## config.mk

```make
export PLATFORM = sky130hd
export DESIGN_NAME = flash_cmd_host
export DESIGN_NICKNAME = d
export VERILOG_FILES = /design/src/flash_host_pkg.sv /design/src/flash_cmd_slots.sv /design/src/flash_cmd_host.sv
export SDC_FILE = /design/constraint.sdc
export NUM_CORES = 1
export LEC_CHECK = 0
export ABC_AREA = 1
export BUFFER_PORTS_ARGS = -buffer_cell sky130_fd_sc_hd__buf_2
export CAP_MARGIN = 20
export CORE_MARGIN = 2
export CORE_UTILIZATION = 55
export CTS_CLUSTER_SIZE = 30
export DETAILED_ROUTE_END_ITERATION = 10
export PLACE_DENSITY = 0.77
export SLEW_MARGIN = 10
export SYNTH_ARGS = -nofsm -noshare
export SYNTH_HDL_FRONTEND = slang
export SYNTH_HIERARCHICAL = 1
export SYNTH_SLANG_ARGS = --single-unit
```

## constraint.sdc

```tcl
create_clock -name core_clk -period 13.59 [get_ports core_clk]
set_input_delay 1.359 -clock core_clk [delete_from_list [all_inputs] [get_ports core_clk]]
set_output_delay 1.359 -clock core_clk [all_outputs]
set_load 0.02 [all_outputs]
```

## src/flash_host_pkg.sv

```systemverilog
// Purpose: shared constants and carriers for the flash command host
// Assumes: device pins sampled and driven on core_clk
// Notes:   command codes and host register map live here
package flash_host_pkg;

  localparam logic [7:0] cmd_invalid      = 8'h00;
  localparam logic [7:0] cmd_prog_alt     = 8'h10;
  localparam logic [7:0] cmd_erase_setup  = 8'h20;
  localparam logic [7:0] cmd_prog_setup   = 8'h40;
  localparam logic [7:0] cmd_clear_status = 8'h50;
  localparam logic [7:0] cmd_read_status  = 8'h70;
  localparam logic [7:0] cmd_read_ident   = 8'h90;
  localparam logic [7:0] cmd_suspend      = 8'hb0;
  localparam logic [7:0] cmd_confirm      = 8'hd0;
  localparam logic [7:0] cmd_read_array   = 8'hff;
  localparam logic [7:0] cmd_conc_on      = 8'hcb;
  localparam logic [7:0] cmd_conc_off     = 8'hce;

  localparam int addr_w = 20;
  localparam int bank_bit = 19;
  localparam int ready_bit = 7;

  // Host register offsets
  localparam logic [3:0] reg_addr_off   = 4'h0;
  localparam logic [3:0] reg_data_off   = 4'h1;
  localparam logic [3:0] reg_op_off     = 4'h2;
  localparam logic [3:0] reg_status_off = 4'h3;
  localparam logic [3:0] reg_rdata_off  = 4'h4;
  localparam logic [3:0] reg_pins_off   = 4'h5;
  localparam logic [3:0] reg_slot_off   = 4'h6;

  // Operation codes written to the op register
  localparam logic [3:0] op_read_array  = 4'h1;
  localparam logic [3:0] op_read_status = 4'h2;
  localparam logic [3:0] op_clear_stat  = 4'h3;
  localparam logic [3:0] op_read_ident  = 4'h4;
  localparam logic [3:0] op_program     = 4'h5;
  localparam logic [3:0] op_erase       = 4'h6;
  localparam logic [3:0] op_suspend     = 4'h7;
  localparam logic [3:0] op_resume      = 4'h8;
  localparam logic [3:0] op_conc_on     = 4'h9;
  localparam logic [3:0] op_conc_off    = 4'ha;
  localparam logic [3:0] op_read_data   = 4'hb;

  // Bus cycle timing in core clocks
  localparam int strobe_ns = 60;
  localparam int clk_ns = 10;
  localparam logic [3:0] strobe_cycles =
    4'((strobe_ns + clk_ns - 1) / clk_ns);

  localparam logic [7:0] pins_reset_val = 8'h00;

  typedef struct packed {
    logic [addr_w-1:0] addr;
    logic [15:0]       wdata;
    logic              we_n;
    logic              oe_n;
    logic              ce_n;
    logic              dq_oe;
  } flash_bus_t;

  typedef struct packed {
    logic [3:0]  addr;
    logic [31:0] wdata;
    logic        wr;
    logic        rd;
  } sw_req_t;

  // Read-type commands lock out further writes other than FFh until a read ends
  function automatic logic is_read_cmd(input logic [7:0] c);
    return c == cmd_read_array || c == cmd_read_status ||
           c == cmd_clear_status || c == cmd_read_ident;
  endfunction

endpackage

```

## src/flash_cmd_slots.sv

```systemverilog
// Purpose: small register memory of per-bank bookkeeping words
// Assumes: one write port, registered read port
// Notes:   holds the first byte of the last command per bank; all go to slot 0 outside concurrent mode
`timescale 1ns/10ps
module flash_cmd_slots
  import flash_host_pkg::*;
(
  input  wire logic       core_clk,
  input  wire logic       rst,
  input  wire logic       ce,
  input  wire logic       wr_en,
  input  wire logic [1:0] wr_idx,
  input  wire logic [7:0] wr_data,
  input  wire logic [1:0] rd_idx,
  output logic      [7:0] rd_data
);
  logic [7:0] mem_reg [4];

  genvar gi;
  generate
    for (gi = 0; gi < 4; gi++) begin : g_slot
      always_ff @(posedge core_clk or posedge rst) begin
        if (rst) begin
          mem_reg[gi] <= cmd_read_array;
        end else if (ce && wr_en && wr_idx == 2'(gi)) begin
          mem_reg[gi] <= wr_data;
        end
      end
    end
  endgenerate

  always_ff @(posedge core_clk or posedge rst) begin
    if (rst) begin
      rd_data <= 8'h00;
    end else if (ce) begin
      rd_data <= mem_reg[rd_idx];
    end
  end
endmodule

```

## src/flash_cmd_host.sv

```systemverilog
// Purpose: host controller that issues flash commands over device pins
// Assumes: device pins synchronous to core_clk; one op at a time
// Notes:   software drives ops through the plain register port
// What this block does
// - CBh enables, CEh disables concurrent mode
// - Program: setup then data at same address
// - Erase: 20h then D0h inside block
// - After 70h reads return status byte
// - After 90h address bit zero picks code
// - Concurrent: top address bit selects bank
// - Concurrent pair: two commands, one per bank
// - Read status before switching modes
// - Read-type command issued last; block until read
`timescale 1ns/10ps
module flash_cmd_host
  import flash_host_pkg::*;
(
  input  wire logic              core_clk,
  input  wire logic              rst,
  input  wire logic              clk_en,
  input  wire logic [3:0]        sw_addr,
  input  wire logic [31:0]       sw_wdata,
  input  wire logic              sw_wr,
  input  wire logic              sw_rd,
  output logic      [31:0]       sw_rdata,
  output logic      [addr_w-1:0] flash_addr,
  output logic      [15:0]       dq_out,
  output logic                   dq_oe,
  input  wire logic [15:0]       dq_in,
  output logic                   we_n,
  output logic                   oe_n,
  output logic                   ce_n,
  output logic                   reset_powerdown_pin,
  output logic                   high_voltage_unlock_level,
  output logic                   protect_n
);
  typedef enum logic [5:0] {
    st_idle  = 6'b000001,
    st_wr    = 6'b000010,
    st_wgap  = 6'b000100,
    st_rd    = 6'b001000,
    st_done  = 6'b010000,
    st_rst   = 6'b100000
  } state_t;

  state_t      state_reg;
  logic [3:0]  tick_reg;
  logic [addr_w-1:0] addr_reg;
  logic [15:0] data_reg;
  logic [3:0]  op_reg;
  logic [7:0]  seq_reg [2];
  logic [1:0]  nwr_reg;
  logic [1:0]  wr_idx_reg;
  logic        rd_pend_reg;
  logic        conc_reg;
  logic [1:0]  active_reg;
  logic [1:0]  susp_reg;
  logic [1:0]  susp_prog_reg;
  logic        busy_reg;
  logic        refused_reg;
  logic [15:0] rdata_reg;
  logic [2:0]  pins_reg;
  logic [7:0]  slot_rd;
  logic        slot_wr;
  logic [1:0]  slot_idx_reg;

  // Bank chosen by top address bit in concurrent mode, else bank 0
  function automatic logic bank_of(input logic [addr_w-1:0] a,
                                   input logic c);
    return c ? a[bank_bit] : 1'b0;
  endfunction

  wire logic b = bank_of(addr_reg, conc_reg);
  wire logic any_active = |(active_reg | susp_reg);
  wire logic go = clk_en && sw_wr && sw_addr == reg_op_off &&
                  state_reg == st_idle;

  // Acceptance check for a command on its bank
  function automatic logic legal(input logic [3:0] op,
                                 input logic act, input logic sus,
                                 input logic sprog, input logic anyact,
                                 input logic c);
    logic r;
    r = 1'b1;
    if (sus) begin
      r = op == op_read_array || op == op_read_status ||
          op == op_resume || (!sprog && op == op_program);
    end else if (act) begin
      r = op == op_read_status || op == op_suspend;
    end
    if (op == op_conc_on) r = !anyact;
    if (op == op_conc_off) r = c && !anyact;
    if (op == op_resume && !sus) r = 1'b0;
    return r;
  endfunction

  // First and second bus-cycle bytes for an op
  function automatic logic [15:0] cmd_byte(input logic [3:0] op,
                                           input logic [1:0] n,
                                           input logic [15:0] d);
    logic [15:0] r;
    r = {8'h00, cmd_invalid};
    case (op)
      op_read_array:  r = {8'h00, cmd_read_array};
      op_read_status: r = {8'h00, cmd_read_status};
      op_clear_stat:  r = {8'h00, cmd_clear_status};
      op_read_ident:  r = {8'h00, cmd_read_ident};
      op_program:     r = |n ? d : {8'h00, cmd_prog_setup};
      op_erase:       r = {8'h00, n == 2'd0 ? cmd_erase_setup
                                            : cmd_confirm};
      op_suspend:     r = {8'h00, cmd_suspend};
      op_resume:      r = {8'h00, cmd_confirm};
      op_conc_on:     r = {8'h00, cmd_conc_on};
      op_conc_off:    r = {8'h00, cmd_conc_off};
      default:        r = {8'h00, cmd_invalid};
    endcase
    return r;
  endfunction

  wire logic [15:0] first_word = cmd_byte(op_reg, 2'd0, 16'h0);

  always_ff @(posedge core_clk or posedge rst) begin
    if (rst) begin
      addr_reg <= '0;
      data_reg <= '0;
      pins_reg <= pins_reset_val[2:0];
    end else if (clk_en && sw_wr && state_reg == st_idle) begin
      case (sw_addr)
        reg_addr_off: addr_reg <= sw_wdata[addr_w-1:0];
        reg_data_off: data_reg <= sw_wdata[15:0];
        reg_pins_off: pins_reg <= sw_wdata[2:0];
        default:      pins_reg <= pins_reg;
      endcase
    end
  end

  // Bus-cycle sequencer
  always_ff @(posedge core_clk or posedge rst) begin
    if (rst) begin
      state_reg <= st_rst;
      tick_reg <= '0;
      op_reg <= '0;
      nwr_reg <= '0;
      rd_pend_reg <= 1'b0;
      refused_reg <= 1'b0;
      busy_reg <= 1'b1;
      rdata_reg <= '0;
    end else if (clk_en) begin
      case (state_reg)
        st_rst: begin
          tick_reg <= tick_reg + 4'd1;
          if (tick_reg == strobe_cycles) begin
            state_reg <= st_idle;
            busy_reg <= 1'b0;
          end
        end
        st_idle: begin
          tick_reg <= '0;
          nwr_reg <= '0;
          if (go) begin
            op_reg <= sw_wdata[3:0];
            busy_reg <= 1'b1;
            refused_reg <= 1'b0;
            if (sw_wdata[3:0] == op_read_data) begin
              state_reg <= st_rd;
            end else if (!legal(sw_wdata[3:0], active_reg[b], susp_reg[b],
                         susp_prog_reg[b], any_active, conc_reg) ||
                         (rd_pend_reg && sw_wdata[3:0] != op_read_array)) begin
              refused_reg <= 1'b1;
              state_reg <= st_done;
            end else begin
              state_reg <= st_wr;
            end
          end
        end
        st_wr: begin
          tick_reg <= tick_reg + 4'd1;
          if (tick_reg == strobe_cycles) begin
            tick_reg <= '0;
            nwr_reg <= nwr_reg + 2'd1;
            state_reg <= st_wgap;
          end
        end
        st_wgap: begin
          if ((op_reg == op_program || op_reg == op_erase) &&
              nwr_reg == 2'd1) begin
            state_reg <= st_wr;
          end else begin
            rd_pend_reg <= is_read_cmd(first_word[7:0]);
            state_reg <= st_done;
          end
        end
        st_rd: begin
          tick_reg <= tick_reg + 4'd1;
          if (tick_reg == strobe_cycles) begin
            rdata_reg <= dq_in;
            rd_pend_reg <= 1'b0;
            state_reg <= st_done;
          end
        end
        st_done: begin
          busy_reg <= 1'b0;
          state_reg <= st_idle;
        end
        default: state_reg <= st_idle;
      endcase
    end
  end

  // Shadow of bank sequencer state
  always_ff @(posedge core_clk or posedge rst) begin
    if (rst) begin
      conc_reg <= 1'b0;
      active_reg <= '0;
      susp_reg <= '0;
      susp_prog_reg <= '0;
    end else if (clk_en && state_reg == st_wgap &&
                 !(nwr_reg == 2'd1 &&
                   (op_reg == op_program || op_reg == op_erase))) begin
      case (op_reg)
        op_program, op_erase: begin
          if (conc_reg) active_reg[b] <= 1'b1;
          else active_reg <= 2'b11;
          susp_reg[b] <= 1'b0;
        end
        op_suspend: begin
          susp_reg[b] <= 1'b1;
          susp_prog_reg[b] <= seq_reg[b] != cmd_erase_setup;
        end
        op_resume: susp_reg[b] <= 1'b0;
        op_conc_on: conc_reg <= 1'b1;
        op_conc_off: conc_reg <= 1'b0;
        default: active_reg <= active_reg;
      endcase
    end else if (clk_en && state_reg == st_rd && tick_reg == strobe_cycles &&
                 dq_in[ready_bit]) begin
      // Ready bit clears the shadow busy state
      if (conc_reg) active_reg[b] <= 1'b0;
      else active_reg <= 2'b00;
    end
  end

  always_ff @(posedge core_clk or posedge rst) begin
    if (rst) begin
      seq_reg[0] <= cmd_read_array;
      seq_reg[1] <= cmd_read_array;
    end else if (clk_en && state_reg == st_wgap) begin
      seq_reg[b] <= first_word[7:0];
    end
  end

  assign slot_wr = state_reg == st_wgap;

  flash_cmd_slots u_slots (
    .core_clk (core_clk),
    .rst      (rst),
    .ce       (clk_en),
    .wr_en    (slot_wr),
    .wr_idx   ({1'b0, b}),
    .wr_data  (first_word[7:0]),
    .rd_idx   (slot_idx_reg),
    .rd_data  (slot_rd)
  );

  always_ff @(posedge core_clk or posedge rst) begin
    if (rst) begin
      slot_idx_reg <= '0;
    end else if (clk_en && sw_wr && sw_addr == reg_slot_off) begin
      slot_idx_reg <= sw_wdata[1:0];
    end
  end

  // Device pins, all registered; drive command on low lines
  always_ff @(posedge core_clk or posedge rst) begin
    if (rst) begin
      flash_addr <= '0;
      dq_out <= '0;
      dq_oe <= 1'b0;
      we_n <= 1'b1;
      oe_n <= 1'b1;
      ce_n <= 1'b1;
      reset_powerdown_pin <= 1'b0;
      high_voltage_unlock_level <= 1'b0;
      protect_n <= 1'b0;
    end else if (clk_en) begin
      reset_powerdown_pin <= state_reg != st_rst && pins_reg[0];
      high_voltage_unlock_level <= pins_reg[1];
      protect_n <= pins_reg[2];
      flash_addr <= addr_reg;
      dq_out <= cmd_byte(op_reg, nwr_reg, data_reg);
      dq_oe <= state_reg == st_wr;
      we_n <= !(state_reg == st_wr && tick_reg != strobe_cycles);
      oe_n <= state_reg != st_rd;
      ce_n <= !(state_reg == st_wr || state_reg == st_rd);
    end
  end

  // Software read port, data one cycle after the strobe
  always_ff @(posedge core_clk or posedge rst) begin
    if (rst) begin
      sw_rdata <= '0;
    end else if (clk_en) begin
      sw_rdata <= '0;
      if (sw_rd) begin
        case (sw_addr)
          reg_addr_off:   sw_rdata <= 32'(addr_reg);
          reg_data_off:   sw_rdata <= 32'(data_reg);
          reg_status_off: sw_rdata <= {24'h0, susp_reg, active_reg,
                                       conc_reg, rd_pend_reg,
                                       refused_reg, busy_reg};
          reg_rdata_off:  sw_rdata <= 32'(rdata_reg);
          reg_pins_off:   sw_rdata <= 32'(pins_reg);
          reg_slot_off:   sw_rdata <= 32'(slot_rd);
          default:        sw_rdata <= '0;
        endcase
      end
    end
  end
endmodule

```

* After elaboration in Yosys (flattened, before gate mapping) *
Memories as Yosys holds them, arrays and structs flattened.
Cells that the tools add are included.

operators by class
  add/subtract/negate cells = 2
  $lt $le $gt $ge = 5
  equal/unequal tests = 47
  multiplexer cells = 59
  bitwise logic cells = 8
  reduce and logical (&&, ||, !) cells = 67

operator list
  operator            number
  $pmux 16 s10        1
  $pmux 20 s6         1
  $mux 8              7
  $eq 4x3->1 const B  10
  $pmux 6 s5          1
  $eq 4x4->1 const B  7
  $mux 6              4
  $mux 1              22
  $logic_and 1x1->1   21
  $eq 4x2->1 const B  5
  $mux 20             1
  $bmux 8 s2          1
  $bwmux 16           1
  $eq 8x7->1 const B  2
  $eq 8x8->1 const B  2
  $mux 16             1
  $reduce_and 2->1    8
  $mux 5              3
  $eq 4x1->1 const B  3
  $mux 2              6
  $pmux 4 s3          1
  $logic_or 1x1->1    10
  $reduce_bool 2->1   5
  $reduce_and 3->1    3
  other kinds (41)    62

word-level totals
  bits in registers = 198
  ROM bits = 128
  input port bits = 57
  output and inout port bits = 75
  word-level logic and storage cells = 220
  memories = 1

memory list
  memory           depth  bits a word  rd ports  clocked after Yosys merged registers in  wr ports  line                   text
  (no name shown)  16     8            1         0                                        0         flash_cmd_host.sv:103  case (op)

* Logic depth before layout (Yosys ltp) *
Gate-level depths: netlist of run 1.

  depth after elaboration = 20
  depth in mapped cells = 13
  depth with buffers taken out = 13

* By module *
The synthesis of run 1 kept the hierarchy.

by module, submodules not included
  module           instances  cells an instance  area an instance (um2)  sequential area each (um2)
  flash_cmd_host   1          908                7627.3                  4027.6
  flash_cmd_slots  1          245                1956.9                  1041.0

* Worst setup path after synthesis of run 1 *
Ideal clock, no wire load.

  path type = input-to-reg
  start point = input sw_addr[0]
  end point = register sw_rdata[0]
  library setup time = 0.132 ns
  arrival time = 2.177 ns
  required time = 13.458 ns
  setup slack = 11.281 ns
  cell stages on the path = 9
  buffers on the path = 1
  cells stage by stage = inv_1 -> nor2_2 -> nand2_1 -> inv_2 -> buf_2 -> a21oi_1 -> nand3_1 -> a21oi_1 -> o21ai_1

on the way
  longest elaborated chain between the ends = 3
  elaborated cells between the ends (all ways) = 8
  those cells by class = eq/ne: 5; mux: 2; reduce/logical: 1

ends and longest elaborated chain
  element                             line                   text
  start, declared                     flash_cmd_host.sv:21   input wire logic [3:0] sw_addr,
  $eq 4x3->1 (tied with other cells)  flash_cmd_host.sv:305  case (sw_addr)
  $pmux 20 s6 *                       flash_cmd_host.sv:305
  $mux 20 *                           flash_cmd_host.sv:304  if (sw_rd) begin
  end signal, assigned                flash_cmd_host.sv:306  reg_addr_off: sw_rdata <= 32'(addr_reg);
  end signal, assigned                flash_cmd_host.sv:307  reg_data_off: sw_rdata <= 32'(data_reg);
  end signal, assigned                flash_cmd_host.sv:308  reg_status_off: sw_rdata <= {24'h0, susp_reg, active_reg,
  end, declared                       flash_cmd_host.sv:25   output logic [31:0] sw_rdata,

Every way passes the cells marked *; elsewhere a longest branch is shown, timed or not.
A chain may end at the register's enable or synchronous reset.

* Final worst setup path of run 1 *
  start point = input clk_en
  end point = register active_reg[1]

on the way
  longest elaborated chain between the ends = 5
  elaborated cells between the ends (all ways) = 9
  those cells by class = eq/ne: 1; mux: 1; reduce/logical: 7

ends and longest elaborated chain
  element                          line                   text
  start, declared                  flash_cmd_host.sv:20   input wire logic clk_en,
  $logic_and 1x1->1 (3 in series)  flash_cmd_host.sv:235  end else if (clk_en && state_reg == st_rd && tick_reg == strobe_cycles &&
  $reduce_bool 2->1 (no line)      -
  $reduce_and 2->1 (no line)       -
  end signal, assigned             flash_cmd_host.sv:233  default: active_reg <= active_reg;
  end, declared                    flash_cmd_host.sv:56   logic [1:0] active_reg;

Several ways; a longest one is shown, not always the timed one.

==> results.py, run 1 <==
metrics = {
    "outcome": {
        "status": "complete, no violations",
    },
    "synth": {
        "avgSynthCellArea_um2": 8.31,
        "synth.top_cells.by_count": "372 x nand2_1, 149 x dfrtp_1, 140 x inv_1",
        "synth-simple-area-share_pct": 23.6,
        "synth.distinct_cells": 49,
        "synth_fa_ha_area_share_pct": 1.31,
        "synth_xor_area_share_pct": 0.0914,
        "yosysSeqAreaShare_pct": 52.9,
        "yosysMostFrequentCell": "nand2_1",
        "synth_area_mm2": 0.00958,
        "async_reset_ff_share_pct": 100,
        "synth_top_family_by_area": "simple AND/OR/NAND/NOR gates",
        "synth_enable_flop_cells": 0,
        "synth_compound_area_share_pct": 12.3,
        "ys_ff_latch": 200,
        "synth_cells": 1153,
        "synth-main-ff-cell": "dfrtp_1",
        "netlist.area_leader.share_pct": 38.9,
        "yosys_warnings": 6,
        "synth_largest_area_cell": "dfrtp_1",
        "synth_top_cells_by_area": "dfrtp_1 39%, nand2_1 15%, dfstp_2 14%, inv_1 5.5%, o21ai_0 4.1%",
        "synthMuxAreaShare_pct": 0.731,
    },
    "worst_setup_path": {
        "cp_max_fo": 41,
        "cp_top_family": "buffers and inverters",
        "path_cells": "buf_2 > buf_4 > inv_2 > nor3_4 > buf_4 > nand2_1 > o21ai_2 > nand2_1 > o21ai_1",
        "worstRegToRegCells": 11,
        "worst_path_largest_cell_delay_ps": 450,
        "cp.required_ps": 13960,
        "cp_num_cells": 9,
        "endpoint_kind": "register",
        "cp_num_buf_inv": 4,
        "cp_slowest_cell": "buf_4",
        "startpoint_type": "input port",
        "arrival_ps": 3160,
        "critPathKind": "input port to register",
    },
    "clock_network": {
        "root_buffer": "clkbuf_16",
        "cts-hold-fix-buffers": 0,
        "ctsHtreeMaxLevel": 4,
        "clock_latency_ps": 440,
        "numCtsBuffers": 17,
        "clockBufferDepth": 2,
        "cts.sinks": 200,
        "ctsResizeCount": 0,
        "postCtsSetupRepairBufs": 0,
        "cts_tree": "done",
        "clk_pin_slew_worst_paths_ps": 80,
    },
    "sta": {
        "slew_headroom_pct": 33.6,
        "drv_slew": 0,
        "layout_setup_ws_ps": 10800,
        "timing.hold.ws_ps": 468,
        "fin_crit_sh_pct": 20.5,
        "final.setup_skew_ps": 10.0,
        "hold_viol_final": 0,
        "rsz0062_at_grt": "false",
        "min_period_ps": 2790,
        "fmax_ghz": 0.359,
        "tns_ps": 0,
        "setup-violations-final": 0,
        "tightest_slew_ps": 996,
    },
    "finish": {
        "fin_nets": 1318,
        "stdcell_area_mm2": 0.0108,
        "largest_reg_flops": 32,
        "multiInputGateArea_mm2": 0.00371,
        "area_growth_pct": 13.1,
        "final_util_pct": 63.1,
        "fillers": 1443,
        "seq_area_mm2": 0.00507,
        "drive_gt1_share_pct": 20.1,
        "layoutNonFillerInstCount": 1491,
    },
    "power_and_ir_drop": {
        "fin_total_pwr_mw": 1.84,
        "peakVddDrop_v": 0.000102,
        "powerDensity_mw_per_mm2": 169,
        "leakagePower_nw": 5.48,
    },
    "grt": {
        "antenna_found_initial": 1,
        "grt_max_degree": 109,
        "grt_pass1_vias": 7607,
        "grt_pass1_wl_um": 37800,
        "gr-total-overflow": 0,
        "grt_usage_pct": 26.1,
    },
    "routing": {
        "routed-via-count": 8052,
        "drcViolationCount": 0,
        "post_drt_wl_per_cell_um": 15.6,
        "ant_nets": 0,
        "drtPass1Iterations": 5,
        "drt_iter0_drc": 717,
        "routed_wl_um": 23300,
        "avgViaCountPerCell": 5.40,
    },
    "run": {
        "max_cap_viol_count": 0,
    },
    "floorplanning": {
        "die_x_um": 136,
        "initial_core_util_pct": 55.8,
        "io_pins": 132,
        "core_mm2": 0.0172,
        "row_count": 48,
        "die_area_mm2": 0.0185,
        "dieHeight_um": 136,
    },
    "placement": {
        "dp_cells": 1457,
        "numPortBuffers": 107,
        "placed_area_mm2": 0.0102,
        "detailed_place_hpwl_um": 16200,
        "place_congestion": 0.892,
        "place_ws_ps": 10360,
    },
    "min_path": {
        "hold_path_class": "register to register",
        "hold_depth": 2,
    },
}
-- cell families after synthesis --
logic type,after synthesis
buf+inv,202
compound gates,216
simple gates,518
xor+xnor,1
fa+ha+maj,10
other cells,1
flops,200
mux,5
-- area by class of cell --
cell class,count,share of cell area (%)
inverters,156,5.49
multi-input cells,764,34.2
clock inverters,14,1.70
clock buffers,18,3.96
flip-flops and latches,200,46.7
diodes,2,0.0462
well taps,225,2.60
repair buffers,112,5.28
-- placed cells by master (no fill, tap or decap), types with 3 or more instances in the layout --
cell / instances
o21ai_1: 77
nand2_1: 372
nand3_1: 55
nor2_4: 5
nand2_4: 4
inv_6: 4
clkinv_4: 4
buf_4: 5
o21ai_2: 4
buf_2: 107
nand4_1: 5
nor3_1: 6
a31oi_1: 9
dfstp_2: 51
o21ai_0: 78
a21oi_1: 15
ha_1: 10
nand3_2: 5
nor2_1: 40
o31ai_1: 5
nor2_2: 9
mux2_4: 4
clkbuf_16: 17
inv_1: 138
o22ai_1: 13
dfrtp_1: 149
conb_1: 14
nand2_2: 4
inv_2: 12
a211oi_1: 5
clkinv_1: 3
-- power breakdown --
part,switching [mW],internal (mW),total [mW]
registers,0.0887,0.732,0.821
clock network,0.244,0.280,0.524
logic,0.339,0.154,0.493
total,0.671,1.17,1.84
-- path summary, 6_finish.rpt --
check | startpoint | to | slack (ps)
hold / removal | flash_addr[16] | flash_addr[16] | 470
hold reg to reg | flash_addr[16] | flash_addr[16] | 470
setup reg to reg | op_reg[1] | rd_pend_reg | 11360
min in group asynchronous | rst | u_slots/rd_data[3] | 1080
setup / recovery | clk_en | active_reg[1] | 10800
max in group asynchronous | rst | state_reg[4] | 11220
-- per-layer routing --
layer  routed length [um]  vias to the layer above  track usage [%]
met3                 1620                       44             6.04
met1                 9930                     3846             33.8
met4                  577                        0             9.26
met5                    0                        -                0
li1                     -                     3860                -
met2                11200                      302             43.2
-- worst min-delay path: stages, from the launching register on --
cell and delay (ps):
dfrtp_1 340, nand2_1 50, nand2_1 40
Note: power is estimated with default switching activity, not from simulation.
==> inputs of run 2 (changes only) <==
--- a/config.mk
+++ b/config.mk
@@ -9,7 +9,7 @@
 export BUFFER_PORTS_ARGS = -buffer_cell sky130_fd_sc_hd__buf_2
 export CAP_MARGIN = 20
 export CORE_MARGIN = 2
-export CORE_UTILIZATION = 55
+export CORE_UTILIZATION = 53
 export CTS_CLUSTER_SIZE = 30
 export DETAILED_ROUTE_END_ITERATION = 10
 export PLACE_DENSITY = 0.77
==> constraint.sdc (replaced) <==
create_clock -name core_clk -period 2.5 [get_ports core_clk]
set_input_delay 0.25 -clock core_clk [delete_from_list [all_inputs] [get_ports core_clk]]
set_output_delay 0.25 -clock core_clk [all_outputs]
set_load 0.02 [all_outputs]
==> run 2 against run 1 <==
Sequential power increased to 5.4 times the previous value. Clock skew decreased by 1.0 ps. Register-to-register slack got worse by 11000 ps. Critical path type is now register to register. Non-clock buffer count increased by 8. Final cell count increased by 0.74%.
==> results.py, run 2 (synthesis gave the netlist of run 1 again) <==
metrics = {
    "finish": {
        "drive_gt1_share_pct": 20.5,
        "final_common_cell": "nand2_1",
        "mostFrequentLayoutCells": "372 x nand2_1, 149 x dfrtp_1, 138 x inv_1",
        "area_growth_pct": 13.7,
        "largest_reg_flops": 32,
        "stdcell_area_mm2": 0.0109,
        "fin_nets": 1326,
    },
    "floorplanning": {
        "die_area_mm2": 0.0192,
        "row_count": 49,
        "initial_core_util_pct": 53.7,
        "die_x_um": 138,
        "io_pins": 132,
        "dieHeight_um": 138,
        "core_mm2": 0.0178,
    },
    "routing": {
        "avgViaCountPerCell": 5.33,
        "routed_wl_um": 23500,
        "drcViolationCount": 0,
        "post_drt_wl_per_cell_um": 15.7,
        "drtPass1Iterations": 6,
        "routed-via-count": 8010,
        "drt_iter0_drc": 777,
        "ant_nets": 0,
    },
    "placement": {
        "place_congestion": 0.943,
        "numPortBuffers": 107,
        "placed_area_mm2": 0.0103,
        "detailed_place_hpwl_um": 16600,
        "place_ws_ps": 549,
    },
    "worst_setup_path": {
        "critPathKind": "register to register",
        "arrival_ps": 2340,
        "cp_max_fo": 7,
        "cp.required_ps": 2850,
        "endpoint_kind": "register",
        "worstRegToRegCells": 9,
        "startpoint_type": "register",
    },
    "power_and_ir_drop": {
        "peakVddDrop_v": 0.000559,
        "leakagePower_nw": 5.51,
        "powerDensity_mw_per_mm2": 905,
    },
    "clock_network": {
        "postCtsSetupRepairBufs": 0,
        "clock_latency_ps": 440,
        "cts.sinks": 200,
        "ctsHtreeMaxLevel": 4,
        "clockBufferDepth": 2,
        "root_buffer": "clkbuf_16",
        "ctsResizeCount": 0,
        "cts_tree": "done",
        "numCtsBuffers": 17,
        "clk_pin_slew_worst_paths_ps": 70,
    },
    "grt": {
        "grt_pass1_wl_um": 38400,
        "grt_pass1_vias": 7489,
        "gr-total-overflow": 0,
        "grt_usage_pct": 25.1,
        "grt_max_degree": 106,
        "antenna_found_initial": 1,
    },
    "min_path": {
        "hold_path_class": "input port to register",
        "hold_depth": 3,
    },
    "sta": {
        "slew_headroom_pct": 55.1,
        "drv_slew": 0,
        "fin_crit_sh_pct": 79.7,
        "tns_ps": 0,
        "hold_viol_final": 0,
        "setup-violations-final": 0,
        "tightest_slew_ps": 672,
        "rsz0062_at_grt": "false",
        "min_period_ps": 1990,
        "fmax_ghz": 0.502,
        "layout_setup_ws_ps": 507,
        "final.setup_skew_ps": 8.98,
        "timing.hold.ws_ps": 20.4,
    },
    "run": {
        "max_cap_viol_count": 0,
    },
    "outcome": {
        "status": "complete, no violations",
    },
}
[run 2: area by class of cell]
class                      count  area, um2
fill                        1524       6940
sequential                   200       5070
multi-input combinational    764       3710
timing repair buffer         120        661
inverter                     156        594
clock buffer                  19        443
tap                          229        287
clock inverter                13        136
antenna                        1       2.50
[run 2: stage by stage]
stage | total power, mW | util [%] | cells
CTS | 9.88 | 61.1 | 1501
global placement | 7.06 | 57.8 | 1468
floorplan | 6.32 | - | 1166
finish | 9.86 | 61.1 | 1502
global route | 10.4 | 61.1 | 1502
detailed placement | 7.15 | 57.8 | 1468
[run 2: final timing paths]
| check | slack (ps) | start | end |
|---|---|---|---|
| min reg2reg | 470 | flash_addr[8] | flash_addr[8] |
| max in group asynchronous | 1480 | rst | u_slots/mem_reg[20] |
| min in group asynchronous | 300 | rst | u_slots/rd_data[5] |
| max | 510 | op_reg[0] | register |
| min | 20 | dq_in[14] | rdata_reg[14] |
| max reg2reg | 510 | op_reg[0] | register |
[run 2: power breakdown]
part | leakage, nW | internal [mW] | switching [mW]
Sequential | 2.51 | 3.98 | 0.465
Clock | 0.280 | 1.43 | 1.29
Combinational | 2.73 | 0.871 | 1.82
Total | 5.51 | 6.29 | 3.58
[run 2: repair_timing]
action,4_1_cts,5_1_grt
endpoints found under the hold margin,59,0
hold buffers,1,0
setup endpoints to repair,0,0
[run 2: per-layer routing]
metal / global-route usage, % / wire length [um] / up-vias
met1: 35.4 / 10500 / 3789
met3: 4.57 / 1580 / 48
met5: 0 / 0 / -
met2: 38.5 / 10800 / 295
li1: - / - / 3878
met4: 10.6 / 702 / 0
[run 2: worst max-delay path, stage by stage (launching register included)]
cell,delay (ps)
dfrtp_1,450
inv_1,110
ha_1,260
nor2_1,230
nor2_1,140
nand2_1,130
nand2_2,130
nor2_2,180
nand2_1,110
o21ai_1,170
==> inputs of run 3 (changes only) <==
--- a/config.mk
+++ b/config.mk
@@ -9,7 +9,7 @@
 export BUFFER_PORTS_ARGS = -buffer_cell sky130_fd_sc_hd__buf_2
 export CAP_MARGIN = 20
 export CORE_MARGIN = 2
-export CORE_UTILIZATION = 53
+export CORE_UTILIZATION = 55
 export CTS_CLUSTER_SIZE = 30
 export DETAILED_ROUTE_END_ITERATION = 10
 export PLACE_DENSITY = 0.77
==> constraint.sdc (replaced) <==
create_clock -name core_clk -period 2 [get_ports core_clk]
set_input_delay 0.2 -clock core_clk [delete_from_list [all_inputs] [get_ports core_clk]]
set_output_delay 0.2 -clock core_clk [all_outputs]
set_load 0.02 [all_outputs]
==> run 3 against run 2 <==
Sequential cell count unchanged. Highest routed layer unchanged. Hold slack better by 1.3 ps. Power rose by 26%. Critical path depth up 1.
==> results.py, run 3 (synthesis gave the netlist of run 1 again) <==
metrics = {
    "outcome": {
        "status": "complete, no violations",
    },
    "finish": {
        "fin_nets": 1357,
        "drive_gt1_share_pct": 21.3,
        "antennaDiodeCount": 0,
        "final_common_cell": "nand2_1",
        "area_growth_pct": 16.9,
        "largest_reg_flops": 32,
        "final_util_pct": 65.2,
        "fillers": 1407,
        "mostFrequentLayoutCells": "372 x nand2_1, 148 x dfrtp_1, 138 x inv_1",
    },
    "grt": {
        "grt_max_degree": 105,
        "gr-total-overflow": 0,
        "grt_pass1_wl_um": 38700,
        "grt_pass1_vias": 7764,
        "antenna_found_initial": 0,
        "grt_usage_pct": 27.2,
    },
    "routing": {
        "drtPass1Iterations": 5,
        "post_drt_wl_per_cell_um": 15.9,
        "drcViolationCount": 0,
        "ant_nets": 0,
        "routed_wl_um": 24300,
        "avgViaCountPerCell": 5.42,
        "routed-via-count": 8284,
        "drt_iter0_drc": 728,
    },
    "sta": {
        "timing.hold.ws_ps": 21.7,
        "hold_viol_final": 0,
        "layout_setup_ws_ps": 154,
        "final.setup_skew_ps": 8.05,
        "tns_ps": 0,
        "min_period_ps": 1850,
        "tightest_slew_ps": 585,
        "setup-violations-final": 0,
        "drv_slew": 0,
        "fin_crit_sh_pct": 92.3,
        "fmax_ghz": 0.542,
        "slew_headroom_pct": 61.0,
    },
    "power_and_ir_drop": {
        "peakVddDrop_v": 0.000667,
        "powerDensity_mw_per_mm2": 1110,
        "leakagePower_nw": 5.65,
        "fin_total_pwr_mw": 12.5,
    },
    "clock_network": {
        "clockBufferDepth": 2,
        "clk_pin_slew_worst_paths_ps": 70,
        "ctsHtreeMaxLevel": 4,
        "clock_latency_ps": 440,
        "cts.sinks": 200,
        "root_buffer": "clkbuf_16",
        "numCtsBuffers": 17,
        "cts_tree": "done",
        "postCtsSetupRepairBufs": 0,
    },
    "worst_setup_path": {
        "endpoint_kind": "register",
        "cp_max_fo": 7,
        "worstReg2RegEnd": "rd_pend_reg",
        "worstRegToRegCells": 10,
        "r2r_start": "op_reg[1]",
        "critPathKind": "register to register",
        "rrSetupSlack_ps": 150,
        "arrival_ps": 2180,
        "startpoint_type": "register",
        "cp.required_ps": 2340,
    },
    "run": {
        "max_cap_viol_count": 0,
    },
    "floorplanning": {
        "core_mm2": 0.0172,
        "row_count": 48,
        "die_x_um": 136,
        "die_area_mm2": 0.0185,
        "io_pins": 132,
        "dieHeight_um": 136,
        "initial_core_util_pct": 55.8,
    },
    "placement": {
        "detailed_place_hpwl_um": 16900,
        "place_congestion": 0.921,
        "numPortBuffers": 107,
        "place_ws_ps": 139,
    },
    "min_path": {
        "min_from": "sw_wdata[14]",
        "hold_path_class": "input port to register",
        "hold_depth": 3,
        "min_to": "addr_reg[14]",
    },
}
-- run 3: changes by cell type in the layout (fill, tap and decap cells not counted), moves of 2 or more --
cell,previous run,this run
clkinv_4,3,1
nor2_2,9,12
inv_6,3,5
nor2_1,40,37
buf_12,2,4
inv_8,3,1
buf_4,10,20
dlygate4sd3_1,1,20
-- run 3: worst max path at each step --
stage | end | start | slack [ps] | cells past startpoint
global route | rd_pend_reg | op_reg[1] | -2 | 11
CTS | susp_prog_reg[1] | op_reg[0] | 110 | 10
detailed placement | susp_prog_reg[1] | op_reg[0] | 140 | 10
floorplan | asynchronous set/reset pin | rst | -210 | 1
global placement | susp_prog_reg[1] | op_reg[0] | 210 | 10
finish | rd_pend_reg | op_reg[1] | 150 | 10
-- run 3: worst max-delay path, cell delays in order (launching register included) --
cell      delay, ps
dfrtp_1         450
inv_1           120
ha_1            240
nand2_1         120
nor2_2           70
nor2_1          230
nand2_1         150
o211ai_1        200
nor2_1           50
nand3_1          70
nand2_1          50
-- run 3: final cells by class --
type	instances	area, um2	area share (%)
Inverter	156	594	5.30
Clock inverter	14	139	1.24
Timing Repair Buffer	151	966	8.62
Clock buffer	18	439	3.92
Multi-Input combinational cell	764	3710	33.2
Tap cell	225	282	2.51
Sequential cell	200	5070	45.2
-- run 3: through the flow --
| stage | area, um2 | std cells |
|---|---|---|
| floorplan | 9640 | 1166 |
| global placement | 10400 | 1476 |
| detailed placement | 10400 | 1476 |
| CTS | 11200 | 1528 |
| global route | 11200 | 1528 |
| finish | 11200 | 1528 |
-- run 3: layer usage --
layer	global-route usage (%)	vias to the layer above	wire length (um)	share of wire [%]
met3	4.77	50	1750	7.2
met2	44.4	333	11700	48
met1	36.0	3961	10200	42
met4	11.1	0	688	2.8
met5	0	-	0	0
li1	-	3940	-	-
-- run 3: timing repair --
action                     4_1_cts  5_1_grt
resized for setup                0        4
hold buffers                    20        0
setup endpoints to repair        0        6
hold endpoints to repair        35        0
-- run 3: power by group --
group | leakage, nW | internal (mW) | switching [mW]
clock network | 0.280 | 1.78 | 1.61
registers | 2.50 | 4.98 | 0.578
logic | 2.87 | 1.18 | 2.34
